--- src/pkg/rtc_pkg.sv ---
`default_nettype none
package rtc_pkg;

   // -------------------------------------------------------------
   // Timing
   // -------------------------------------------------------------
   localparam int CLK_PERIOD_NS = 25;
   localparam int WDT_TICK_NS   = 714000;
   localparam int WDT_TICK_CYC  = WDT_TICK_NS / CLK_PERIOD_NS;
   localparam int INSTR_DIV_DEF = 4;

   // -------------------------------------------------------------
   // Widths and values
   // -------------------------------------------------------------
   localparam int         ADDR_W    = 4;
   localparam int         COUNT_W   = 8;
   localparam int         SCALE_W   = 8;
   localparam int         IRQ_W     = 2;
   localparam logic [7:0] COUNT_MAX = 8'hFF;
   localparam logic [7:0] COUNT_RST = 8'h00;

   // -------------------------------------------------------------
   // Register map
   // -------------------------------------------------------------
   localparam logic [3:0] ADDR_COUNT         = 4'h0;
   localparam logic [3:0] ADDR_OPTION        = 4'h1;
   localparam logic [3:0] ADDR_TIMER1_CTRL_B = 4'h2;
   localparam logic [3:0] ADDR_IRQ_STAT      = 4'h3;
   localparam logic [3:0] ADDR_IRQ_MASK      = 4'h4;
   localparam logic [3:0] ADDR_WDT_CLR       = 4'h5;

   // -------------------------------------------------------------
   // Option fields
   // -------------------------------------------------------------
   localparam int         OPT_SEL_LSB = 0;
   localparam int         OPT_SEL_MSB = 2;
   localparam int         OPT_ASSIGN  = 3;
   localparam int         OPT_EDGE    = 4;
   localparam int         OPT_SRC     = 5;
   localparam int         OPT_IE_N    = 6;
   localparam logic [6:0] OPTION_RST  = 7'h7F;
   localparam int         PEND_BIT    = 7;
   localparam int         IRQ_ROLL    = 0;
   localparam int         IRQ_PIN     = 1;

   // Count source encoding
   typedef enum logic {
      RTC_SRC_INSTR = 1'b0,
      RTC_SRC_PIN   = 1'b1
   } rtc_src_t;

endpackage
`default_nettype wire

--- src/hdl/rtc_pin_edge.sv ---
`timescale 1ns/100ps
`default_nettype none
module rtc_pin_edge
   import rtc_pkg::*;
(
   // Clock and reset
   input  wire logic clk,
   input  wire logic resetn,
   // Pin and control
   input  wire logic pin_in,
   input  wire logic pin_edge_sel,
   // Event out
   output logic      edge_pulse
);

   logic sync1_q;
   logic sync2_q;
   logic last_q;

   // -------------------------------------------------------------
   // Synchroniser and edge detect
   // -------------------------------------------------------------
   always_ff @(posedge clk or negedge resetn) begin
      if (!resetn) begin
         sync1_q <= 1'b0;
         sync2_q <= 1'b0;
         last_q  <= 1'b0;
      end else begin
         sync1_q <= pin_in;
         sync2_q <= sync1_q;
         last_q  <= sync2_q;
      end
   end

   // 0 rising, 1 falling
   assign edge_pulse = pin_edge_sel ? (last_q & ~sync2_q)
                                    : (~last_q & sync2_q);
endmodule
`default_nettype wire

--- src/hdl/rtc_watchdog.sv ---
`timescale 1ns/100ps
`default_nettype none
module rtc_watchdog
   import rtc_pkg::*;
#(
   parameter int TICK_CYC = WDT_TICK_CYC
)(
   // Clock and reset
   input  wire logic          clk,
   input  wire logic          resetn,
   // Control
   input  wire logic          wdt_enable,
   input  wire logic          wdt_clear,
   // Status
   output logic               wdt_ovf,
   output logic [COUNT_W-1:0] wdt_count_q
);

   logic [15:0] tick_q;
   logic        tick;

   if (TICK_CYC < 1 || TICK_CYC > 65536) begin : g_chk
      $error("watchdog tick count out of range");
   end

   // -------------------------------------------------------------
   // Stand-in for the separate watchdog oscillator
   // -------------------------------------------------------------
   assign tick = wdt_enable && (tick_q == 16'(TICK_CYC - 1));

   always_ff @(posedge clk or negedge resetn) begin
      if (!resetn) begin
         tick_q <= 16'h0000;
      end else if (wdt_clear || !wdt_enable || tick) begin
         tick_q <= 16'h0000;
      end else begin
         tick_q <= tick_q + 16'h0001;
      end
   end

   always_ff @(posedge clk or negedge resetn) begin
      if (!resetn) begin
         wdt_count_q <= COUNT_RST;
      end else if (wdt_clear) begin
         wdt_count_q <= COUNT_RST;
      end else if (tick) begin
         wdt_count_q <= wdt_count_q + 8'h01;
      end
   end

   assign wdt_ovf = tick && (wdt_count_q == COUNT_MAX);

endmodule
`default_nettype wire

--- src/hdl/rtc_core.sv ---
// What this block does
// - Software reads and writes an 8-bit count register of 256 states.
// - Source select bit: 1 counts pin events, 0 counts instruction cycles.
// - Pin edge select: 0 counts rising edges, 1 counts falling edges.
// - One 8-bit scaler serves either the counter or the watchdog, never both.
// - Source events advance the scaler; counter steps on a chosen scaler bit.
// - Largest division is 256, giving a span of 65536 events.
// - Unscaled instruction source: counter steps every instruction cycle.
// - Rollover FFh to 00h requests interrupt only while enable_n is 0.
// - A written count becomes the new start and counting continues upward.
// - In power-down counting stops and the count is not to be trusted.
// - Watchdog overflow, after postscaling, gives a device reset.
// - At most one external event counted per instruction cycle.
// - Scaler on watchdog: codes 000 to 111 give factors 1 to 128.
// - Pending flag at bit 7 of timer1 control B records rollovers.
//
// Our own choices: the placing of the registers and the address-and-strobe port.
`timescale 1ns/100ps
`default_nettype none
module rtc_core
   import rtc_pkg::*;
#(
   parameter int INSTR_DIV = INSTR_DIV_DEF,
   parameter int WDT_TICK  = WDT_TICK_CYC
)(
   // Clock and reset
   input  wire logic              clk,
   input  wire logic              resetn,
   // Register port
   input  wire logic [ADDR_W-1:0] reg_addr,
   input  wire logic [7:0]        reg_wdata,
   input  wire logic              reg_wr,
   input  wire logic              reg_rd,
   output logic [7:0]             reg_rdata,
   // Pins and core controls
   input  wire logic              count_pin,
   input  wire logic              sleep_req,
   input  wire logic              wdt_enable,
   // Outputs
   output logic                   irq,
   output logic                   wdt_reset_req
);

   logic [7:0]         divcnt_q;
   logic               instr_en;
   logic [COUNT_W-1:0] rt_counter_q;
   logic [SCALE_W-1:0] scaler_q;
   logic [6:0]         option_q;
   logic               overflow_pending_flag_q;
   logic [IRQ_W-1:0]   irq_stat_q;
   logic [IRQ_W-1:0]   irq_mask_q;
   logic               evt_seen_q;
   logic               wdt_reset_q;
   logic [7:0]         rdata_q;
   logic               pin_evt;
   logic               src_evt;
   logic               cnt_step;
   logic               rollover;
   logic               wr_count;
   logic               wdt_clear;
   logic               wdt_ovf;
   logic               wdt_fire;
   logic [7:0]         pre_mask;
   logic [7:0]         post_mask;
   logic [2:0]         scale_factor_sel;
   logic               scaler_assign;
   logic               pin_edge_sel;
   logic               overflow_irq_enable_n;
   rtc_src_t           count_src;

   if (INSTR_DIV < 1 || INSTR_DIV > 256) begin : g_chk
      $error("INSTR_DIV out of range");
   end

   assign scale_factor_sel      = option_q[OPT_SEL_MSB:OPT_SEL_LSB];
   assign scaler_assign         = option_q[OPT_ASSIGN];
   assign pin_edge_sel          = option_q[OPT_EDGE];
   assign overflow_irq_enable_n = option_q[OPT_IE_N];
   assign count_src             = rtc_src_t'(option_q[OPT_SRC]);
   assign wr_count              = reg_wr && (reg_addr == ADDR_COUNT);
   assign wdt_clear             = reg_wr && (reg_addr == ADDR_WDT_CLR);

   // -------------------------------------------------------------
   // Instruction cycle enable
   // -------------------------------------------------------------
   // Held in sleep: stands for the stopped device clock
   assign instr_en = !sleep_req && (divcnt_q == 8'(INSTR_DIV - 1));

   always_ff @(posedge clk or negedge resetn) begin
      if (!resetn) begin
         divcnt_q <= 8'h00;
      end else if (sleep_req || instr_en) begin
         divcnt_q <= 8'h00;
      end else begin
         divcnt_q <= divcnt_q + 8'h01;
      end
   end

   // -------------------------------------------------------------
   // Pin events, one per instruction cycle
   // -------------------------------------------------------------
   rtc_pin_edge u_pin (
      .clk          (clk),
      .resetn       (resetn),
      .pin_in       (count_pin),
      .pin_edge_sel (pin_edge_sel),
      .edge_pulse   (pin_evt)
   );

   always_ff @(posedge clk or negedge resetn) begin
      if (!resetn) begin
         evt_seen_q <= 1'b0;
      end else if (sleep_req || instr_en) begin
         evt_seen_q <= 1'b0;
      end else if (pin_evt) begin
         evt_seen_q <= 1'b1;
      end
   end

   // Extra edges inside one cycle merge into the latch
   assign src_evt = instr_en && ((count_src == RTC_SRC_INSTR)
                                 || pin_evt || evt_seen_q);

   // -------------------------------------------------------------
   // Scaler
   // -------------------------------------------------------------
   assign pre_mask  = ~(8'hFE << scale_factor_sel);
   assign post_mask = ~(8'hFF << scale_factor_sel);
   assign cnt_step  = src_evt && (scaler_assign ||
                      ((scaler_q & pre_mask) == pre_mask));
   assign wdt_fire  = wdt_ovf && (!scaler_assign ||
                      ((scaler_q & post_mask) == post_mask));

   always_ff @(posedge clk or negedge resetn) begin
      if (!resetn) begin
         scaler_q <= 8'h00;
      end else if (wdt_clear) begin
         scaler_q <= 8'h00;
      end else if (!scaler_assign && src_evt) begin
         scaler_q <= scaler_q + 8'h01;
      end else if (scaler_assign && wdt_ovf) begin
         scaler_q <= scaler_q + 8'h01;
      end
   end

   // -------------------------------------------------------------
   // Counter
   // -------------------------------------------------------------
   assign rollover = cnt_step && !wr_count && (rt_counter_q == COUNT_MAX);

   // Write wins over a step in the same cycle
   always_ff @(posedge clk or negedge resetn) begin
      if (!resetn) begin
         rt_counter_q <= COUNT_RST;
      end else if (wr_count) begin
         rt_counter_q <= reg_wdata;
      end else if (cnt_step) begin
         rt_counter_q <= rt_counter_q + 8'h01;
      end
   end

   // -------------------------------------------------------------
   // Watchdog
   // -------------------------------------------------------------
   rtc_watchdog #(
      .TICK_CYC (WDT_TICK)
   ) u_wdt (
      .clk         (clk),
      .resetn      (resetn),
      .wdt_enable  (wdt_enable),
      .wdt_clear   (wdt_clear),
      .wdt_ovf     (wdt_ovf),
      .wdt_count_q ()
   );

   always_ff @(posedge clk or negedge resetn) begin
      if (!resetn) begin
         wdt_reset_q <= 1'b0;
      end else begin
         wdt_reset_q <= wdt_fire;
      end
   end

   assign wdt_reset_req = wdt_reset_q;

   // -------------------------------------------------------------
   // Option and interrupt registers
   // -------------------------------------------------------------
   always_ff @(posedge clk or negedge resetn) begin
      if (!resetn) begin
         option_q <= OPTION_RST;
      end else if (reg_wr && reg_addr == ADDR_OPTION) begin
         option_q <= reg_wdata[6:0];
      end
   end

   always_ff @(posedge clk or negedge resetn) begin
      if (!resetn) begin
         irq_mask_q <= '0;
      end else if (reg_wr && reg_addr == ADDR_IRQ_MASK) begin
         irq_mask_q <= reg_wdata[IRQ_W-1:0];
      end
   end

   // Set beats a write-one clear in the same cycle
   always_ff @(posedge clk or negedge resetn) begin
      if (!resetn) begin
         overflow_pending_flag_q <= 1'b0;
      end else if (rollover) begin
         overflow_pending_flag_q <= 1'b1;
      end else if (reg_wr && reg_addr == ADDR_TIMER1_CTRL_B
                   && reg_wdata[PEND_BIT]) begin
         overflow_pending_flag_q <= 1'b0;
      end
   end

   always_ff @(posedge clk or negedge resetn) begin
      if (!resetn) begin
         irq_stat_q <= '0;
      end else begin
         irq_stat_q[IRQ_ROLL] <= (rollover && !overflow_irq_enable_n)
            || (irq_stat_q[IRQ_ROLL] && !(reg_wr
            && reg_addr == ADDR_IRQ_STAT && reg_wdata[IRQ_ROLL]));
         irq_stat_q[IRQ_PIN] <= pin_evt
            || (irq_stat_q[IRQ_PIN] && !(reg_wr
            && reg_addr == ADDR_IRQ_STAT && reg_wdata[IRQ_PIN]));
      end
   end

   assign irq = |(irq_stat_q & irq_mask_q);

   // -------------------------------------------------------------
   // Read port
   // -------------------------------------------------------------
   always_ff @(posedge clk or negedge resetn) begin
      if (!resetn) begin
         rdata_q <= 8'h00;
      end else if (reg_rd) begin
         case (reg_addr)
            ADDR_COUNT:         rdata_q <= rt_counter_q;
            ADDR_OPTION:        rdata_q <= {1'b0, option_q};
            ADDR_TIMER1_CTRL_B: rdata_q <= {overflow_pending_flag_q, 7'h00};
            ADDR_IRQ_STAT:      rdata_q <= {6'h00, irq_stat_q};
            ADDR_IRQ_MASK:      rdata_q <= {6'h00, irq_mask_q};
            default:            rdata_q <= 8'h00;
         endcase
      end else begin
         rdata_q <= 8'h00;
      end
   end

   assign reg_rdata = rdata_q;
endmodule
`default_nettype wire

--- config.mk ---
export PLATFORM = sky130hd
export DESIGN_NAME = rtc_core
export DESIGN_NICKNAME = d
export VERILOG_FILES = /design/src/pkg/rtc_pkg.sv /design/src/hdl/rtc_pin_edge.sv /design/src/hdl/rtc_watchdog.sv /design/src/hdl/rtc_core.sv
export SDC_FILE = /design/constraint.sdc
export NUM_CORES = 1
export LEC_CHECK = 0
export BUFFER_PORTS_ARGS = -buffer_cell sky130_fd_sc_hd__buf_4
export CORE_MARGIN = 2
export CORE_UTILIZATION = 36
export CTS_CLUSTER_DIAMETER = 150
export DETAILED_ROUTE_END_ITERATION = 8
export PLACE_DENSITY = 0.56
export SYNTH_ARGS = -nofsm -noshare
export SYNTH_HDL_FRONTEND = slang
export SYNTH_SLANG_ARGS = --single-unit
export TNS_END_PERCENT = 50
--- constraint.sdc ---
create_clock -name clk -period 3.3 [get_ports clk]
set_input_delay 0.165 -clock clk [delete_from_list [all_inputs] [get_ports clk]]
set_output_delay 0.165 -clock clk [all_outputs]
set_load 0.02 [all_outputs]
==> flow_summary.yaml <==
run_status:
  run_status: "finished clean"
finish:
  layout_common_cells: "66 x dfrtp_1, 52 x nor2_1, 32 x buf_4"
  syn2layout_area_growth_pct: 16.1
  n_antenna_cell: 0
  fillCellCount: 986
  regArea_mm2: 0.00184
  multiInputGateArea_mm2: 0.00173
  layout_commonest_cell: "dfrtp_1"
  drive_above_1_share: 0.192
  nets: 415
routing:
  drc_errors: 0
  viasPerCell: 5.12
  num_vias: 2709
  dr.first_iter.drc_count: 75
  drtPass1Iterations: 4
  wire_per_inst_um: 14.3
  antenna_left: 0
  postRouteWirelength_um: 7570
synthesis:
  netlist_instances: 358
  syn-mean-instance-area_um2: 10.2
  synth-edff-count: 0
  synth-warning-count: 0
  syn_area_mm2: 0.00365
  synth_flop_cell: "dfrtp_1"
  synthArstFlopShare: 1.00
  ys_ff_latch: 73
  synthDistinctLibCells: 56
  ys_seq_area_frac: 0.503
  syn-num-nets: 382
sta:
  tightest_slew_ns: 0.926
  fin_tns_setup_ns: 0
  max_freq_mhz: 407
  worst_slack_ns: 0.842
  final_max_slew_viol_count: 0
  min_period_ns: 2.46
  clock_skew_ns: 0.0103
  relSlewSlack: 0.383
  hold_viol_final: 0
  rsz0062_at_grt: "no"
  fin_crit_sh: 0.745
  final-setup-viol-count: 0
die:
  fp-row-count: 36
  die_h_um: 105
  die_w_um: 105
  num_io_pins: 29
  start_util: 0.371
  coreArea_mm2: 0.00982
  die_area_mm2: 0.0109
worst_setup_path:
  setup.worst_path.end_class: "flip-flop"
  arrival_ns: 2.69
  r2r_setup_slack_ns: 0.84
  max_stage_delay_ns: 0.44
  crit_chain: "ha_1 > or4b_1 > a311oi_1 > a32oi_1 > nor4_1 > xnor2_1 > nor2_1"
  crit_required_ns: 3.53
  cp_max_fo: 11
  critPathTopFamily: "simple AND/OR/NAND/NOR gates"
  start_kind: "flip-flop"
  crit_buf_inv: 0
  path_class: "flip-flop to flip-flop"
  worst_path_max_delay_cell: "or4b_1"
clock_tree:
  cts_tree: "yes"
  cts_max_path_buffers: 2
  cts_made_buffers: 9
  cts.sinks: 73
  root_buffer: "clkbuf_8"
  clkTransAtPathRegs_ns: 0.08
  worstSkewPairLatency_ns: 0.35
  htree_levels: 3
  post_cts_buffers: 0
  cts_hold_buffers: 2
  post_cts_resize_count: 0
power_and_ir_drop:
  power_switching_w: 0.000587
  clockPowerShare: 0.341
  ir_drop_v: 0.000162
  power.density_mw_per_mm2: 506
  swShare: 0.275
  p_int_w: 0.00155
  cellLeakagePower_nw: 1.82
  power_frac_comb: 0.148
  pwr-share-seq: 0.511
hold_path:
  min_path_type: "primary input to flip-flop"
place:
  hpwlAfterDp_um: 5090
  gp_congestion: 0.833
  io_buffers: 28
  dpl_worst_slack_ns: 0.823
flow_run:
  max-cap-violations: 0
grt:
  grt-ovfl-total: 0
  grt_antenna_before_repair: 0
  grt_max_degree: 74
  track_usage: 0.148
  grt_pass1_wl_um: 13000
  grt_pass1_vias: 2702
area by class of cell:
class | count | share of cell area
sequential | 73 | 0.434
multi-input combinational | 265 | 0.409
timing repair buffer | 34 | 0.0615
clock buffer | 14 | 0.0408
tap | 133 | 0.0393
clock inverter | 2 | 0.00828
inverter | 8 | 0.00710
synth_stat cells, types with 6 or more instances:
library cell / count / area share
or3_1: 7 / 0.012
o21ai_0: 12 / 0.016
and3_1: 8 / 0.014
clkbuf_1: 11 / 0.011
xor2_1: 15 / 0.036
nand2_1: 27 / 0.028
a22oi_1: 6 / 0.012
dfrtp_1: 66 / 0.45
a21oi_1: 11 / 0.015
nand3_1: 18 / 0.025
mux2_2: 9 / 0.028
xnor2_1: 20 / 0.048
dfstp_2: 7 / 0.050
inv_1: 8 / 0.0082
nand4_1: 10 / 0.017
nor2_1: 52 / 0.054
worst paths after layout:
kind,start,endpoint,cells past startpoint
max in group asynchronous,resetn,u_wdt.tick_q[11],2
min in group asynchronous,resetn,u_wdt.wdt_count_q[3],2
min,reg_wdata[6],rt_counter_q[6],3
max reg2reg,divcnt_q[0],scaler_q[6],7
max,divcnt_q[0],scaler_q[6],7
min reg2reg,u_pin.sync1_q,u_pin.sync2_q,0
kinds of logic (layout without fill, tap and decap cells):
kind of cell / count (synthesis) / in the layout / synth area share
simple gates: 161 / 161 / 0.241
flops: 73 / 73 / 0.503
compound gates: 50 / 50 / 0.0913
xor+xnor: 35 / 35 / 0.0841
buf+inv: 20 / 58 / 0.0216
mux: 13 / 13 / 0.0388
fa+ha+maj: 6 / 6 / 0.0199
worst reg2reg max path: stages, from the launching register on:
cell	delay, ns
dfrtp_1	0.39
ha_1	0.25
or4b_1	0.44
a311oi_1	0.34
a32oi_1	0.31
nor4_1	0.40
xnor2_1	0.16
nor2_1	0.05
routing by layer:
| metal | GRT usage | vias to the layer above | wire (µm) |
|---|---|---|---|
| met3 | 0.0368 | 11 | 289 |
| met2 | 0.227 | 39 | 3430 |
| met4 | 0.0619 | 0 | 149 |
| li1 | - | 1329 | - |
| met5 | 0 | - | 0 |
| met1 | 0.199 | 1330 | 3700 |
stage by stage:
step	utilization	power (W)	std cells	instance area (µm²)	hold WS (ns)
6_report	0.431	0.00214	529	4230	0.0257
2_1_floorplan	-	0.00131	358	3650	-0.131
3_3_place_gp	0.408	0.00142	511	4000	0.276
3_5_place_dp	0.408	0.00143	511	4000	0.277
5_1_grt	0.431	0.00227	529	4230	0.00809
4_1_cts	0.431	0.00217	529	4230	0.0102
power by group through the flow:
stage	Combinational (W)	Sequential, W	Clock, W
final	0.000316	0.00109	0.000730
after global routing	0.000357	0.00111	0.000803
after CTS	0.000322	0.00109	0.000761
after detailed placement	0.000317	0.00111	0
after floorplan	0.000243	0.00107	0
after global placement	0.000312	0.00111	0
registers in the layout, indices dropped and copies added (netlist names):
name / cells
reg_rdata: 8
overflow_pending_flag_q: 1
scaler_q: 8
u_pin.sync2_q: 1
u_wdt.wdt_count_q: 8
u_pin.sync1_q: 1
wdt_reset_req: 1
irq_mask_q: 2
divcnt_q: 8
u_pin.last_q: 1
u_wdt.tick_q: 16
evt_seen_q: 1
option_q: 7
rt_counter_q: 8
irq_stat_q: 2
(Power assumes the default switching activity.)
